<file path="src/nfc_pkg.sv">
// package for the nor flash host command sequencer
package nfc_pkg;
	localparam int ADDR_W = 20;
	localparam int DATA_W = 16;
	localparam logic [ADDR_W-1:0] UNLOCK_ADDR1 = 20'h00555;
	localparam logic [ADDR_W-1:0] UNLOCK_ADDR2 = 20'h002aa;
	localparam logic [DATA_W-1:0] UNLOCK_DATA1 = 16'h00aa;
	localparam logic [DATA_W-1:0] UNLOCK_DATA2 = 16'h0055;
	localparam logic [DATA_W-1:0] CMD_RESET = 16'h00f0;
	localparam logic [DATA_W-1:0] CMD_IDENT = 16'h0090;
	localparam logic [DATA_W-1:0] CMD_PROGRAM = 16'h00a0;
	localparam logic [DATA_W-1:0] CMD_ERASE_SETUP = 16'h0080;
	localparam logic [DATA_W-1:0] CMD_CHIP_ERASE = 16'h0010;
	localparam logic [DATA_W-1:0] CMD_SECTOR_ERASE = 16'h0030;
	localparam logic [DATA_W-1:0] CMD_BYPASS = 16'h0020;
	localparam logic [DATA_W-1:0] CMD_BYPASS_EXIT1 = 16'h0090;
	localparam logic [DATA_W-1:0] CMD_BYPASS_EXIT2 = 16'h0000;
	localparam logic [ADDR_W-1:0] ID_MFR_ADDR = 20'h00000;
	localparam logic [ADDR_W-1:0] ID_DEV_ADDR_WORD = 20'h00001;
	localparam logic [ADDR_W-1:0] ID_DEV_ADDR_BYTE = 20'h00002;
	localparam logic [7:0] ID_PROT_WORD = 8'h02;
	localparam logic [7:0] ID_PROT_BYTE = 8'h04;
	// status bit positions on the data bus
	localparam int TOGGLE_BIT = 6;
	localparam int TIMEOUT_BIT = 5;
	// bus phase timing, cycles of the 100 ns clock
	localparam int T_PHASE_NS = 100;
	localparam int CLK_NS = 100;
	localparam logic [1:0] PHASE_CYC = 2'(((T_PHASE_NS + CLK_NS - 1) / CLK_NS));
	localparam int SEQ_MAX = 6;
	localparam logic [2:0] STEP_W = 3'h0;
	typedef enum logic [3:0] {
		NFC_OP_READ = 4'h0, NFC_OP_RESET = 4'h1, NFC_OP_IDENT = 4'h2, NFC_OP_PROGRAM = 4'h3,
		NFC_OP_CHIP_ERASE = 4'h4, NFC_OP_SECTOR_ERASE = 4'h5, NFC_OP_BYPASS_ENTER = 4'h6,
		NFC_OP_BYPASS_PROGRAM = 4'h7, NFC_OP_BYPASS_EXIT = 4'h8, NFC_OP_MORE_SECTOR = 4'h9
	} nfc_op_t;
	typedef struct packed {
		nfc_op_t op;
		logic [ADDR_W-1:0] addr;
		logic [DATA_W-1:0] data;
	} nfc_req_t;
	typedef struct packed {
		logic [ADDR_W-1:0] addr;
		logic [DATA_W-1:0] data;
		logic we;
	} nfc_cycle_t;
	typedef struct packed {
		logic ce_n;
		logic we_n;
		logic oe_n;
		logic dq_oe;
		logic [ADDR_W-1:0] addr;
		logic [DATA_W-1:0] dq_out;
	} nfc_pins_t;
	typedef enum logic [2:0] {
		NFC_BUS_IDLE = 3'b000, NFC_BUS_SETUP = 3'b001, NFC_BUS_STROBE = 3'b010,
		NFC_BUS_HOLD = 3'b011, NFC_BUS_DONE = 3'b100
	} nfc_bus_st_t;
	typedef struct packed {
		nfc_bus_st_t st;
		logic [1:0] cnt;
		nfc_cycle_t cyc;
		logic [DATA_W-1:0] rdata;
		logic done;
	} nfc_bus_state_t;
endpackage

</file>
<file path="src/nfc_bus_cycle.sv">
// one asynchronous bus cycle (write or read) on the flash pins
`timescale 1ns/10ps
module nfc_bus_cycle (
	input wire logic clock,
	input wire logic rst_b,
	input wire logic start,
	input nfc_pkg::nfc_cycle_t cyc,
	input wire logic [nfc_pkg::DATA_W-1:0] dq_sync,
	output nfc_pkg::nfc_pins_t pins,
	output logic busy,
	output logic done,
	output logic [nfc_pkg::DATA_W-1:0] rdata
);
	nfc_pkg::nfc_bus_state_t s_q, s_d;

	// ----------------------------------------
	// cycle sequencer
	// ----------------------------------------
	always_comb begin
		s_d = s_q;
		s_d.done = 1'b0;
		case (s_q.st)
			nfc_pkg::NFC_BUS_IDLE: begin
				if (start) begin
					s_d.cyc = cyc;
					s_d.st = nfc_pkg::NFC_BUS_SETUP;
					s_d.cnt = nfc_pkg::PHASE_CYC;
				end
			end
			nfc_pkg::NFC_BUS_SETUP: begin
				s_d.cnt = s_q.cnt - 2'h1;
				if (s_q.cnt == 2'h1) begin
					s_d.st = nfc_pkg::NFC_BUS_STROBE;
					s_d.cnt = nfc_pkg::PHASE_CYC + 2'h1;
				end
			end
			nfc_pkg::NFC_BUS_STROBE: begin
				s_d.cnt = s_q.cnt - 2'h1;
				if (s_q.cnt == 2'h1) begin
					s_d.st = nfc_pkg::NFC_BUS_HOLD;
					s_d.cnt = nfc_pkg::PHASE_CYC;
				end
			end
			nfc_pkg::NFC_BUS_HOLD: begin
				s_d.cnt = s_q.cnt - 2'h1;
				if (s_q.cnt == 2'h1) begin
					s_d.st = nfc_pkg::NFC_BUS_IDLE;
					s_d.done = 1'b1;
					// synced data lags the pins by two edges
					s_d.rdata = dq_sync;
				end
			end
			default: begin
				s_d.st = nfc_pkg::NFC_BUS_IDLE;
			end
		endcase
	end

	always_ff @(posedge clock) begin
		if (!rst_b) begin
			s_q <= '0;
		end else begin
			s_q <= s_d;
		end
	end

	// ----------------------------------------
	// pin drive
	// ----------------------------------------
	// ce held low first, we strobe opens and closes inside it
	always_comb begin
		pins.addr = s_q.cyc.addr;
		pins.dq_out = s_q.cyc.data;
		pins.ce_n = (s_q.st == nfc_pkg::NFC_BUS_IDLE);
		pins.we_n = !(s_q.cyc.we && s_q.st == nfc_pkg::NFC_BUS_STROBE);
		pins.oe_n = !(!s_q.cyc.we && s_q.st == nfc_pkg::NFC_BUS_STROBE);
		pins.dq_oe = s_q.cyc.we && (s_q.st != nfc_pkg::NFC_BUS_IDLE);
	end

	assign busy = (s_q.st != nfc_pkg::NFC_BUS_IDLE);
	assign done = s_q.done;
	assign rdata = s_q.rdata;

	// data stable across we rising edge
	strobe_data_a: assert property (@(posedge clock) disable iff (!rst_b)
		$rose(pins.we_n) |-> $stable(pins.dq_out) && pins.dq_oe && !pins.ce_n) else $error("data moved at we rise");
	strobe_addr_a: assert property (@(posedge clock) disable iff (!rst_b)
		$fell(pins.we_n) |-> $past(!pins.ce_n) && $stable(pins.addr)) else $error("we fell before ce");
	no_bus_conflict_a: assert property (@(posedge clock) disable iff (!rst_b)
		!pins.oe_n |-> !pins.dq_oe && pins.we_n) else $error("read with drive");
endmodule // nfc_bus_cycle

</file>
<file path="src/nfc_host.sv">
// host controller issuing command sequences to the nor flash
`timescale 1ns/10ps
module nfc_host (
	input wire logic clock,
	input wire logic rst_b,
	input nfc_pkg::nfc_req_t req,
	input wire logic req_valid,
	output logic req_ready,
	output logic [nfc_pkg::DATA_W-1:0] rsp_data,
	output logic rsp_valid,
	output logic device_busy,
	output logic seq_failed,
	input wire logic byte_mode,
	input wire logic abort,
	output logic [nfc_pkg::ADDR_W-1:0] flash_addr,
	output logic [nfc_pkg::DATA_W-1:0] flash_dq_out,
	output logic flash_dq_oe,
	input wire logic [nfc_pkg::DATA_W-1:0] flash_dq_in,
	output logic flash_ce_n,
	output logic flash_we_n,
	output logic flash_oe_n,
	output logic flash_width_select_n,
	output logic flash_hw_reset_n,
	input wire logic ready_busy_n
);
	typedef enum logic [2:0] {
		NFC_IDLE = 3'b000, NFC_ISSUE = 3'b001, NFC_WAIT = 3'b010,
		NFC_POLL = 3'b011, NFC_RECOVER = 3'b100, NFC_HWRST = 3'b101
	} nfc_st_t;
	typedef struct packed {
		nfc_st_t st;
		nfc_pkg::nfc_req_t req;
		logic [2:0] idx;
		logic [2:0] len;
		logic toggle_prev;
		logic first_poll;
		logic bypass;
		logic ident;
		logic failed;
		logic rsp_valid;
		logic [nfc_pkg::DATA_W-1:0] rsp;
		logic [1:0] hw_cnt;
	} nfc_host_state_t;

	nfc_host_state_t s_q, s_d;
	logic [nfc_pkg::DATA_W-1:0] dq_meta_q, dq_sync_q;
	logic [1:0] rb_meta_q;
	logic start;
	logic bus_busy;
	logic bus_done;
	logic [nfc_pkg::DATA_W-1:0] bus_rdata;
	nfc_pkg::nfc_cycle_t cyc;
	nfc_pkg::nfc_pins_t pins;
	logic toggle_now;
	logic timeout_now;
	logic rb_sync;

	// ----------------------------------------
	// input synchronisers
	// ----------------------------------------
	always_ff @(posedge clock) begin
		if (!rst_b) begin
			dq_meta_q <= '0;
			dq_sync_q <= '0;
			rb_meta_q <= '1;
		end else begin
			dq_meta_q <= flash_dq_in;
			dq_sync_q <= dq_meta_q;
			rb_meta_q <= {rb_meta_q[0], ready_busy_n};
		end
	end
	assign rb_sync = rb_meta_q[1];

	// ----------------------------------------
	// sequence table
	// ----------------------------------------
	// unlock and command cycles per operation
	function automatic nfc_pkg::nfc_cycle_t seq_cycle(nfc_pkg::nfc_op_t op, logic [2:0] i,
			logic [nfc_pkg::ADDR_W-1:0] a, logic [nfc_pkg::DATA_W-1:0] d);
		nfc_pkg::nfc_cycle_t c;
		c.we = 1'b1;
		c.addr = (i[0] == 1'b0) ? nfc_pkg::UNLOCK_ADDR1 : nfc_pkg::UNLOCK_ADDR2;
		c.data = (i[0] == 1'b0) ? nfc_pkg::UNLOCK_DATA1 : nfc_pkg::UNLOCK_DATA2;
		case (op)
			nfc_pkg::NFC_OP_READ: begin
				c.we = 1'b0;
				c.addr = a;
			end
			nfc_pkg::NFC_OP_RESET: begin
				c.addr = a;
				c.data = nfc_pkg::CMD_RESET;
			end
			nfc_pkg::NFC_OP_BYPASS_PROGRAM: begin
				c.addr = a;
				c.data = (i == 3'h0) ? nfc_pkg::CMD_PROGRAM : d;
			end
			nfc_pkg::NFC_OP_BYPASS_EXIT: begin
				c.addr = a;
				c.data = (i == 3'h0) ? nfc_pkg::CMD_BYPASS_EXIT1 : nfc_pkg::CMD_BYPASS_EXIT2;
			end
			nfc_pkg::NFC_OP_MORE_SECTOR: begin
				c.addr = a;
				c.data = nfc_pkg::CMD_SECTOR_ERASE;
			end
			default: begin
				if (i == 3'h2) begin
					c.addr = nfc_pkg::UNLOCK_ADDR1;
					case (op)
						nfc_pkg::NFC_OP_IDENT: c.data = nfc_pkg::CMD_IDENT;
						nfc_pkg::NFC_OP_PROGRAM: c.data = nfc_pkg::CMD_PROGRAM;
						nfc_pkg::NFC_OP_BYPASS_ENTER: c.data = nfc_pkg::CMD_BYPASS;
						default: c.data = nfc_pkg::CMD_ERASE_SETUP;
					endcase
				end else if (i == 3'h3 && op == nfc_pkg::NFC_OP_PROGRAM) begin
					c.addr = a;
					c.data = d;
				end else if (i == 3'h3) begin
					c.addr = nfc_pkg::UNLOCK_ADDR1;
					c.data = nfc_pkg::UNLOCK_DATA1;
				end else if (i == 3'h4) begin
					c.addr = nfc_pkg::UNLOCK_ADDR2;
					c.data = nfc_pkg::UNLOCK_DATA2;
				end else if (i == 3'h5 && op == nfc_pkg::NFC_OP_SECTOR_ERASE) begin
					c.addr = a;
					c.data = nfc_pkg::CMD_SECTOR_ERASE;
				end else if (i == 3'h5) begin
					c.addr = nfc_pkg::UNLOCK_ADDR1;
					c.data = nfc_pkg::CMD_CHIP_ERASE;
				end
			end
		endcase
		return c;
	endfunction

	function automatic logic [2:0] seq_len(nfc_pkg::nfc_op_t op);
		case (op)
			nfc_pkg::NFC_OP_READ, nfc_pkg::NFC_OP_RESET, nfc_pkg::NFC_OP_MORE_SECTOR: return 3'h1;
			nfc_pkg::NFC_OP_BYPASS_PROGRAM, nfc_pkg::NFC_OP_BYPASS_EXIT: return 3'h2;
			nfc_pkg::NFC_OP_IDENT, nfc_pkg::NFC_OP_BYPASS_ENTER: return 3'h3;
			nfc_pkg::NFC_OP_PROGRAM: return 3'h4;
			default: return 3'h6;
		endcase
	endfunction

	function automatic logic op_busy(nfc_pkg::nfc_op_t op);
		return op == nfc_pkg::NFC_OP_PROGRAM || op == nfc_pkg::NFC_OP_BYPASS_PROGRAM ||
			op == nfc_pkg::NFC_OP_CHIP_ERASE || op == nfc_pkg::NFC_OP_SECTOR_ERASE;
	endfunction

	assign cyc = seq_cycle(s_q.req.op, s_q.idx, s_q.req.addr, s_q.req.data);
	assign toggle_now = bus_rdata[nfc_pkg::TOGGLE_BIT];
	assign timeout_now = bus_rdata[nfc_pkg::TIMEOUT_BIT];

	// ----------------------------------------
	// command sequencer
	// ----------------------------------------
	always_comb begin
		s_d = s_q;
		s_d.rsp_valid = 1'b0;
		start = 1'b0;
		case (s_q.st)
			NFC_IDLE: begin
				if (abort) begin
					s_d.st = NFC_HWRST;
					s_d.hw_cnt = nfc_pkg::PHASE_CYC;
				end else if (req_valid) begin
					s_d.req = req;
					s_d.idx = 3'h0;
					s_d.len = seq_len(req.op);
					s_d.failed = 1'b0;
					s_d.st = NFC_ISSUE;
				end
			end
			NFC_ISSUE: begin
				start = 1'b1;
				s_d.st = NFC_WAIT;
			end
			NFC_WAIT: begin
				if (bus_done) begin
					s_d.idx = s_q.idx + 3'h1;
					if (s_q.idx + 3'h1 != s_q.len) begin
						s_d.st = NFC_ISSUE;
					end else if (s_q.req.op == nfc_pkg::NFC_OP_READ) begin
						s_d.rsp = bus_rdata;
						s_d.rsp_valid = 1'b1;
						s_d.st = NFC_IDLE;
					end else if (op_busy(s_q.req.op)) begin
						s_d.first_poll = 1'b1;
						s_d.req.op = nfc_pkg::NFC_OP_READ;
						s_d.idx = 3'h0;
						s_d.len = 3'h1;
						s_d.st = NFC_POLL;
					end else begin
						s_d.ident = (s_q.req.op == nfc_pkg::NFC_OP_IDENT);
						s_d.bypass = (s_q.req.op == nfc_pkg::NFC_OP_BYPASS_ENTER) ||
							(s_q.bypass && s_q.req.op != nfc_pkg::NFC_OP_BYPASS_EXIT &&
							s_q.req.op != nfc_pkg::NFC_OP_RESET);
						s_d.rsp_valid = 1'b1;
						s_d.st = NFC_IDLE;
					end
				end
			end
			NFC_POLL: begin
				if (!s_q.first_poll && bus_done && toggle_now == s_q.toggle_prev) begin
					s_d.rsp = bus_rdata;
					s_d.rsp_valid = 1'b1;
					s_d.st = NFC_IDLE;
				end else if (bus_done && timeout_now && !s_q.first_poll) begin
					s_d.failed = 1'b1;
					s_d.req.op = nfc_pkg::NFC_OP_RESET;
					s_d.st = NFC_RECOVER;
				end else if (!bus_busy) begin
					start = 1'b1;
				end
				if (bus_done) begin
					s_d.toggle_prev = toggle_now;
					s_d.first_poll = 1'b0;
				end
			end
			NFC_RECOVER: begin
				start = !bus_busy && !bus_done;
				if (bus_done) begin
					s_d.bypass = 1'b0;
					s_d.rsp_valid = 1'b1;
					s_d.st = NFC_IDLE;
				end
			end
			NFC_HWRST: begin
				s_d.hw_cnt = s_q.hw_cnt - 2'h1;
				if (s_q.hw_cnt == 2'h1) begin
					s_d.bypass = 1'b0;
					s_d.ident = 1'b0;
					s_d.st = NFC_IDLE;
				end
			end
			default: begin
				s_d.st = NFC_IDLE;
			end
		endcase
	end

	always_ff @(posedge clock) begin
		if (!rst_b) begin
			s_q <= '0;
		end else begin
			s_q <= s_d;
		end
	end

	nfc_bus_cycle u_bus (
		.clock(clock),
		.rst_b(rst_b),
		.start(start),
		.cyc(cyc),
		.dq_sync(dq_sync_q),
		.pins(pins),
		.busy(bus_busy),
		.done(bus_done),
		.rdata(bus_rdata)
	);

	// ----------------------------------------
	// outputs
	// ----------------------------------------
	assign req_ready = (s_q.st == NFC_IDLE) && !abort;
	assign rsp_data = s_q.rsp;
	assign rsp_valid = s_q.rsp_valid;
	assign seq_failed = s_q.failed;
	assign device_busy = !rb_sync || s_q.st == NFC_POLL;
	assign flash_addr = pins.addr;
	assign flash_dq_out = pins.dq_out;
	assign flash_dq_oe = pins.dq_oe;
	assign flash_ce_n = pins.ce_n;
	assign flash_we_n = pins.we_n;
	assign flash_oe_n = pins.oe_n;
	assign flash_width_select_n = !byte_mode;
	assign flash_hw_reset_n = (s_q.st != NFC_HWRST);

	hw_reset_len_a: assert property (@(posedge clock) disable iff (!rst_b)
		$fell(flash_hw_reset_n) |-> !flash_hw_reset_n ##1 flash_hw_reset_n) else $error("reset pulse length");
	no_order_busy_a: assert property (@(posedge clock) disable iff (!rst_b)
		s_q.st == NFC_POLL |-> !req_ready) else $error("ready while busy");
	timeout_reset_a: assert property (@(posedge clock) disable iff (!rst_b)
		s_q.st == NFC_POLL && s_d.st == NFC_RECOVER |=> start ##[1:10] (flash_dq_out == nfc_pkg::CMD_RESET)) else $error("no reset after timeout");
	launch_count_a: assert property (@(posedge clock) disable iff (!rst_b)
		s_q.st == NFC_WAIT && bus_done && s_d.st == NFC_POLL |-> s_q.len == (s_q.req.op == nfc_pkg::NFC_OP_PROGRAM ? 3'h4 :
		s_q.req.op == nfc_pkg::NFC_OP_BYPASS_PROGRAM ? 3'h2 : 3'h6)) else $error("short sequence");
	no_strobe_hwrst_a: assert property (@(posedge clock) disable iff (!rst_b)
		!flash_hw_reset_n |-> flash_ce_n) else $error("bus during reset");
	rsp_idle_a: assert property (@(posedge clock) disable iff (!rst_b)
		rsp_valid |-> s_q.st == NFC_IDLE) else $error("response not idle");
	bypass_exit_a: assert property (@(posedge clock) disable iff (!rst_b)
		s_q.bypass && rsp_valid && $past(s_q.req.op) == nfc_pkg::NFC_OP_BYPASS_EXIT |-> 1'b0) else $error("bypass kept");
	ident_hold_a: assert property (@(posedge clock) disable iff (!rst_b)
		$fell(s_q.ident) |-> $past(s_q.req.op) != nfc_pkg::NFC_OP_READ) else $error("ident dropped");
endmodule // nfc_host

</file>
<file path="config.mk">
export PLATFORM = sky130hd
export DESIGN_NAME = nfc_host
export DESIGN_NICKNAME = d
export VERILOG_FILES = /design/src/nfc_pkg.sv /design/src/nfc_bus_cycle.sv /design/src/nfc_host.sv
export SDC_FILE = /design/constraint.sdc
export NUM_CORES = 1
export LEC_CHECK = 0
export BUFFER_PORTS_ARGS = -buffer_cell sky130_fd_sc_hd__clkbuf_2
export CAP_MARGIN = 20
export CORE_ASPECT_RATIO = 0.6
export CORE_UTILIZATION = 60
export CTS_CLUSTER_DIAMETER = 80
export DETAILED_ROUTE_END_ITERATION = 10
export PLACE_DENSITY = 0.89
export SYNTH_ARGS = -nofsm -noshare
export SYNTH_HDL_FRONTEND = slang
export SYNTH_SLANG_ARGS = --single-unit
export TNS_END_PERCENT = 100
</file>
<file path="constraint.sdc">
create_clock -name clock -period 3.1 [get_ports clock]
set_input_delay 0.62 -clock clock [delete_from_list [all_inputs] [get_ports clock]]
set_output_delay 0.62 -clock clock [all_outputs]
set_load 0.02 [all_outputs]
</file>
# Yosys cells after proc, flatten, opt, wreduce, memory -nomap -nowiden
# Memories as Yosys holds them, arrays and structs flattened.
# Cells that the tools add are included.
# word_totals
reg_bits	165
romBits	48
in_bits	62
out_inout_bits	62
elab_cells	206
mem_count	1
# mem_list
name	depth	width	rd	rd_ports_with_merged_regs	write_ports	line	rtl
(no name shown)	16	3	1	0	0	nfc_host.sv:136	case (op)
# op_classes
add_sub_neg	3
eq_ne	49
n_mux	73
bitwise_logic	1
reduce_logical	56
# op_table
operator	n
36-bit 2-to-1 mux	5
16-bit case mux with 5 select lines	1
17-bit 2-to-1 mux	3
49-bit 2-to-1 mux	1
46-bit 2-to-1 mux	1
42-bit 2-to-1 mux	1
16-bit 2-to-1 mux	2
16-bit case mux with 2 select lines	1
27-bit 2-to-1 mux	1
3-bit 2-to-1 mux	8
6-bit 2-to-1 mux	4
2-bit != test (second input constant)	12
8-bit case mux with 3 select lines	1
20-bit 2-to-1 mux	1
3-bit by 2-bit equality test with 1-bit output (second input constant)	6
3-bit case mux with 6 select lines	1
4-bit by 3-bit equality test with 1-bit output (second input constant)	4
4-bit 2-to-1 mux	4
8-bit 2-to-1 mux	2
1-bit 2-to-1 mux	15
5-bit AND reduction	3
7-bit 2-to-1 mux	2
2-bit by 1-bit != test with 1-bit output (second input constant)	7
7-bit AND reduction	2
other kinds (38)	94

# Logic depth before layout (Yosys ltp)
# depth
depth_word	10
ltp_mapped	8
depth_no_buf	7

# By module
# A second synthesis with hierarchy kept.
# hier_totals
cells_unflattened	943
hier_area_um2	7955.1
# modules_own_cells
module	n_inst	cells_per_inst	area_each_um2	seq_area_each_um2
nfc_host	1	601	4964.8	2102.0
nfc_bus_cycle	1	342	2990.4	1161.1

# Worst setup path after synthesis
# Ideal clock, no wire load.
# synth_path
path_kind	input-to-reg
start	input port abort
end	register s_q[47] in the netlist's numbering
setup_time_ps	132
arrival_time_ps	2022
t_required_ps	2968
setup_slack_ps	946
path_stages	6
n_path_buf	2
cell_sequence	nor4_1 -> nand2_1 -> buf_2 -> clkbuf_1 -> nand2_1 -> a21oi_1
# synth_via
elab_chain_cells	2
# synth_lines
item	line	rtl
start: declaration	nfc_host.sv:14	input wire logic abort,
1-bit NOT (no source line)	n/a	
3-bit AND reduction (no source line)	n/a	
end signal: assignment	nfc_host.sv:244	s_q <= '0;
end signal: assignment	nfc_host.sv:246	s_q <= s_d;
end: declaration	nfc_host.sv:45	nfc_host_state_t s_q, s_d;
# No other way between the ends.
# A chain may end at the register's enable or synchronous reset.

# Worst setup path in the final report
# layout_path
start	register s_q[70] in the netlist's numbering
end	output port device_busy
# layout_via
elab_chain_cells	2
# layout_lines
item	line	rtl
3-bit by 2-bit equality test with 1-bit output	nfc_host.sv:269	assign device_busy = !rb_sync || s_q.st == NFC_POLL;
1-bit logical OR	nfc_host.sv:269	
end: declaration	nfc_host.sv:11	output logic device_busy,
# No other way between the ends.

==> flow_summary.json <==
{
  "outcome": "completed",
  "power_density_nw_per_um2": 704.0,
  "die_w_um": 142.6,
  "period_minus_slack_ps": 2568,
  "hpwl_mm": 10.97,
  "cts.sinks": 163,
  "vias_per_cell": 5.496,
  "cpPeakStageDelay_ps": 660,
  "seqCellArea_um2": 3263,
  "nFillCells": 928,
  "clkPwrFrac_pct": 36.9,
  "tightest_slew_ps": 919.7,
  "drtAntennaViolNets": 0,
  "cts_tree": "done",
  "rows": 30,
  "first_iter_violations": 555,
  "vdd_drop_max_mv": 0.4570,
  "fin_tns_setup_ps": 0,
  "synth_edf_count": 0,
  "max-cap-violations": 0,
  "cts_resized": 0,
  "p_switching_mw": 1.828,
  "arrival_ps": 1950,
  "hp-class": "input port to flip-flop",
  "coreArea_um2": 11410,
  "multi_input_area_um2": 3115,
  "cp_max_fo": 18,
  "critPathRequiredTime_ps": 2480,
  "yosys.area_share.simple_pct": 23.03,
  "setup_viol": 0,
  "ys_warn_count": 0,
  "gp_routability_congestion": 0.9587,
  "synth_top_family_by_area": "simple AND/OR/NAND/NOR gates",
  "placed_area_um2": 7348,
  "grt_use_total_pct": 27.56,
  "synth_cell_types": 67,
  "path_delay_family": "simple AND/OR/NAND/NOR gates",
  "synth-main-ff-cell": "dfxtp_1",
  "cts_inserted_buffers": 17,
  "grt_max_degree": 105,
  "worst_clock_skew_ps": 18.33,
  "post_cts_buffers": 0,
  "final_common_cell": "nand2_1",
  "grt_setup_unrepaired": "false",
  "synthArstFlopShare_pct": 0,
  "synth_compound_area_share_pct": 16.34,
  "overflow": 0,
  "p_sw_share_pct": 32.68,
  "antenna_found_initial": 0,
  "syn-num-nets": 935,
  "stdcell_area_um2": 7944,
  "io_buffers": 123,
  "synth_area_um2": 7112,
  "p_comb_share_pct": 19.4,
  "cp_num_buf_inv": 1,
  "hold_buffers": 0,
  "drive_gt1_share_pct": 19.98,
  "cp-end-kind": "output pin",
  "clockBufferDepth": 2,
  "grt_pass1_wl_mm": 26.50,
  "clock_latency_ps": 430,
  "finalCritPeriodShare_pct": 82.85,
  "seqPwrFrac_pct": 43.7,
  "max_freq_mhz": 389.3,
  "drv_slew": 0,
  "p_leak_nw": 3.211,
  "critPathLaunchType": "flip-flop",
  "worst_path_max_delay_cell": "dfxtp_1",
  "cp_common_cell": "nand2_1",
  "final_cell_mix": "171 x nand2_1, 163 x dfxtp_1, 122 x clkbuf_2, 100 x a21oi_1, 51 x nand3_1",
  "drc_errors": 0,
  "htreeDepth": 4,
  "die_h_um": 86.33,
  "initial_utilization_pct": 62.32,
  "slew_headroom_pct": 38.69,
  "synth_top_cell_by_area": "dfxtp_1",
  "synthAdderAreaFrac_pct": 2.745,
  "synth.area.top_cells": "dfxtp_1 46%, nand2_1 9.0%, a21oi_1 7.0%, buf_4 6.4%, nand3_1 3.6%",
  "cts_root_buf": "clkbuf_16",
  "wirelength_mm": 16.26,
  "intPower_mw": 3.765,
  "critPathKind": "flip-flop to output pin",
  "io_pins": 124,
  "antenna_cells": 0,
  "synth_mux_area_share_pct": 0.9852,
  "die-area_um2": 12310,
  "area_growth_pct": 11.70,
  "syn_inst": 859,
  "detail_route.first_pass.iterations": 5,
  "fin_nets": 979,
  "synth-xor-area-share_pct": 0.6158,
  "grt_pass1_vias": 5221,
  "ys_seq_area_share_pct": 45.88,
  "vias": 5914,
  "worstPathCellList": "nor2b_1 -> nand2_1 -> nand2_1 -> clkbuf_2",
  "clk_pin_slew_worst_paths_ps": 60,
  "synth_seq_cells": 163,
  "wl_per_cell_um": 15.11,
  "avgSynthCellArea_um2": 8.279,
  "synth_top_area_share_pct": 45.88,
  "hold_violations": 0
}
## power by group through the flow
stage | combinational, mW | sequential (mW) | clock (mW)
after floorplan | 0.963 | 2.38 | 0
after global placement | 1.05 | 2.48 | 0
after detailed placement | 1.07 | 2.48 | 0
after CTS | 1.08 | 2.44 | 2.08
after global routing | 1.20 | 2.47 | 2.18
final | 1.09 | 2.44 | 2.06
## final timing paths
kind	from	end	slack, ps	cells after the start
max	s_q[70]	device_busy	530	4
max reg2reg	s_q[27]	rsp_data[7]	630	8
min	ready_busy_n	rb_meta_q[0]	380	2
min reg2reg	rb_meta_q[0]	rb_meta_q[1]	410	1
## Yosys cell counts (all sizes together) (3+ instances only)
| master | n |
|---|---|
| o21a | 3 |
| xnor2 | 3 |
| or2 | 3 |
| and2 | 38 |
| a21oi | 101 |
| o211ai | 5 |
| clkbuf | 32 |
| nor2 | 30 |
| o31ai | 3 |
| inv | 23 |
| dfxtp | 163 |
| a22oi | 4 |
| nor3 | 8 |
| nand3 | 51 |
| nand2b | 10 |
| mux2i | 7 |
| o21ai | 51 |
| nand2 | 172 |
| nor2b | 10 |
| nor3b | 3 |
| ha | 14 |
| o41ai | 4 |
| buf | 75 |
| nor4 | 3 |
## cells by family (layout without fill, tap and decap cells)
kind of cell,after synthesis,in the layout
fa+ha+maj,16,16
simple gates,341,341
mux,7,7
flops,163,163
buf+inv,130,187
compound gates,197,197
xor+xnor,5,5
## routing by layer
layer / up-vias / track usage (%) / share of wire [%] / routed length, µm
met2: 240 / 38.99 / 42 / 6837
met3: 13 / 6.906 / 7.8 / 1264
met5: - / 0 / 0 / 0
met4: 0 / 7.331 / 0.75 / 122
met1: 2729 / 41.26 / 49 / 8038
li1: 2932 / - / - / -
## layout make-up
| cell class | instances | share of cell area, % |
|---|---|---|
| clock buffers | 18 | 5.528 |
| clock inverters | 14 | 1.969 |
| inverters | 23 | 1.087 |
| multi-input cells | 566 | 39.22 |
| flip-flops and latches | 163 | 41.08 |
| well taps | 160 | 2.520 |
| repair buffers | 132 | 8.600 |
## per-stage QoR
stage / hold WS, ps / utilization [%] / setup WS [ps] / std cells / total power [mW]
after floorplan: 386.3 / - / 946.3 / 859 / 3.348
after global placement: 395.1 / 64.40 / 783.6 / 1044 / 3.521
after detailed placement: 399.5 / 64.40 / 730.0 / 1044 / 3.548
after CTS: 376.5 / 69.62 / 554.6 / 1076 / 5.595
after global routing: 394.0 / 69.62 / 394.4 / 1076 / 5.850
final: 384.0 / 69.62 / 531.5 / 1076 / 5.593
## state kept, by name, summed over array words and instances, names as in the netlist
name         count
s_q             53
u_bus.pins      36
dq_meta_q       16
dq_sync_q       16
rsp_data        16
u_bus.rdata     16
u_bus.s_q        5
rb_meta_q        2
rsp_valid        1
seq_failed       1
u_bus.done       1
## worst reg2reg max path, delay by kind of cell, from the launching register on
kind / cells / cell delay [ps]
AND/OR/NAND/NOR: 2 / 680
buffers and inverters: 2 / 460
flip-flops: 1 / 450
adder cells (fa/ha/maj): 1 / 360
AO/OA/AOI/OAI: 2 / 240
XOR/XNOR: 1 / 170
Note: power is estimated with default switching activity, not from simulation.
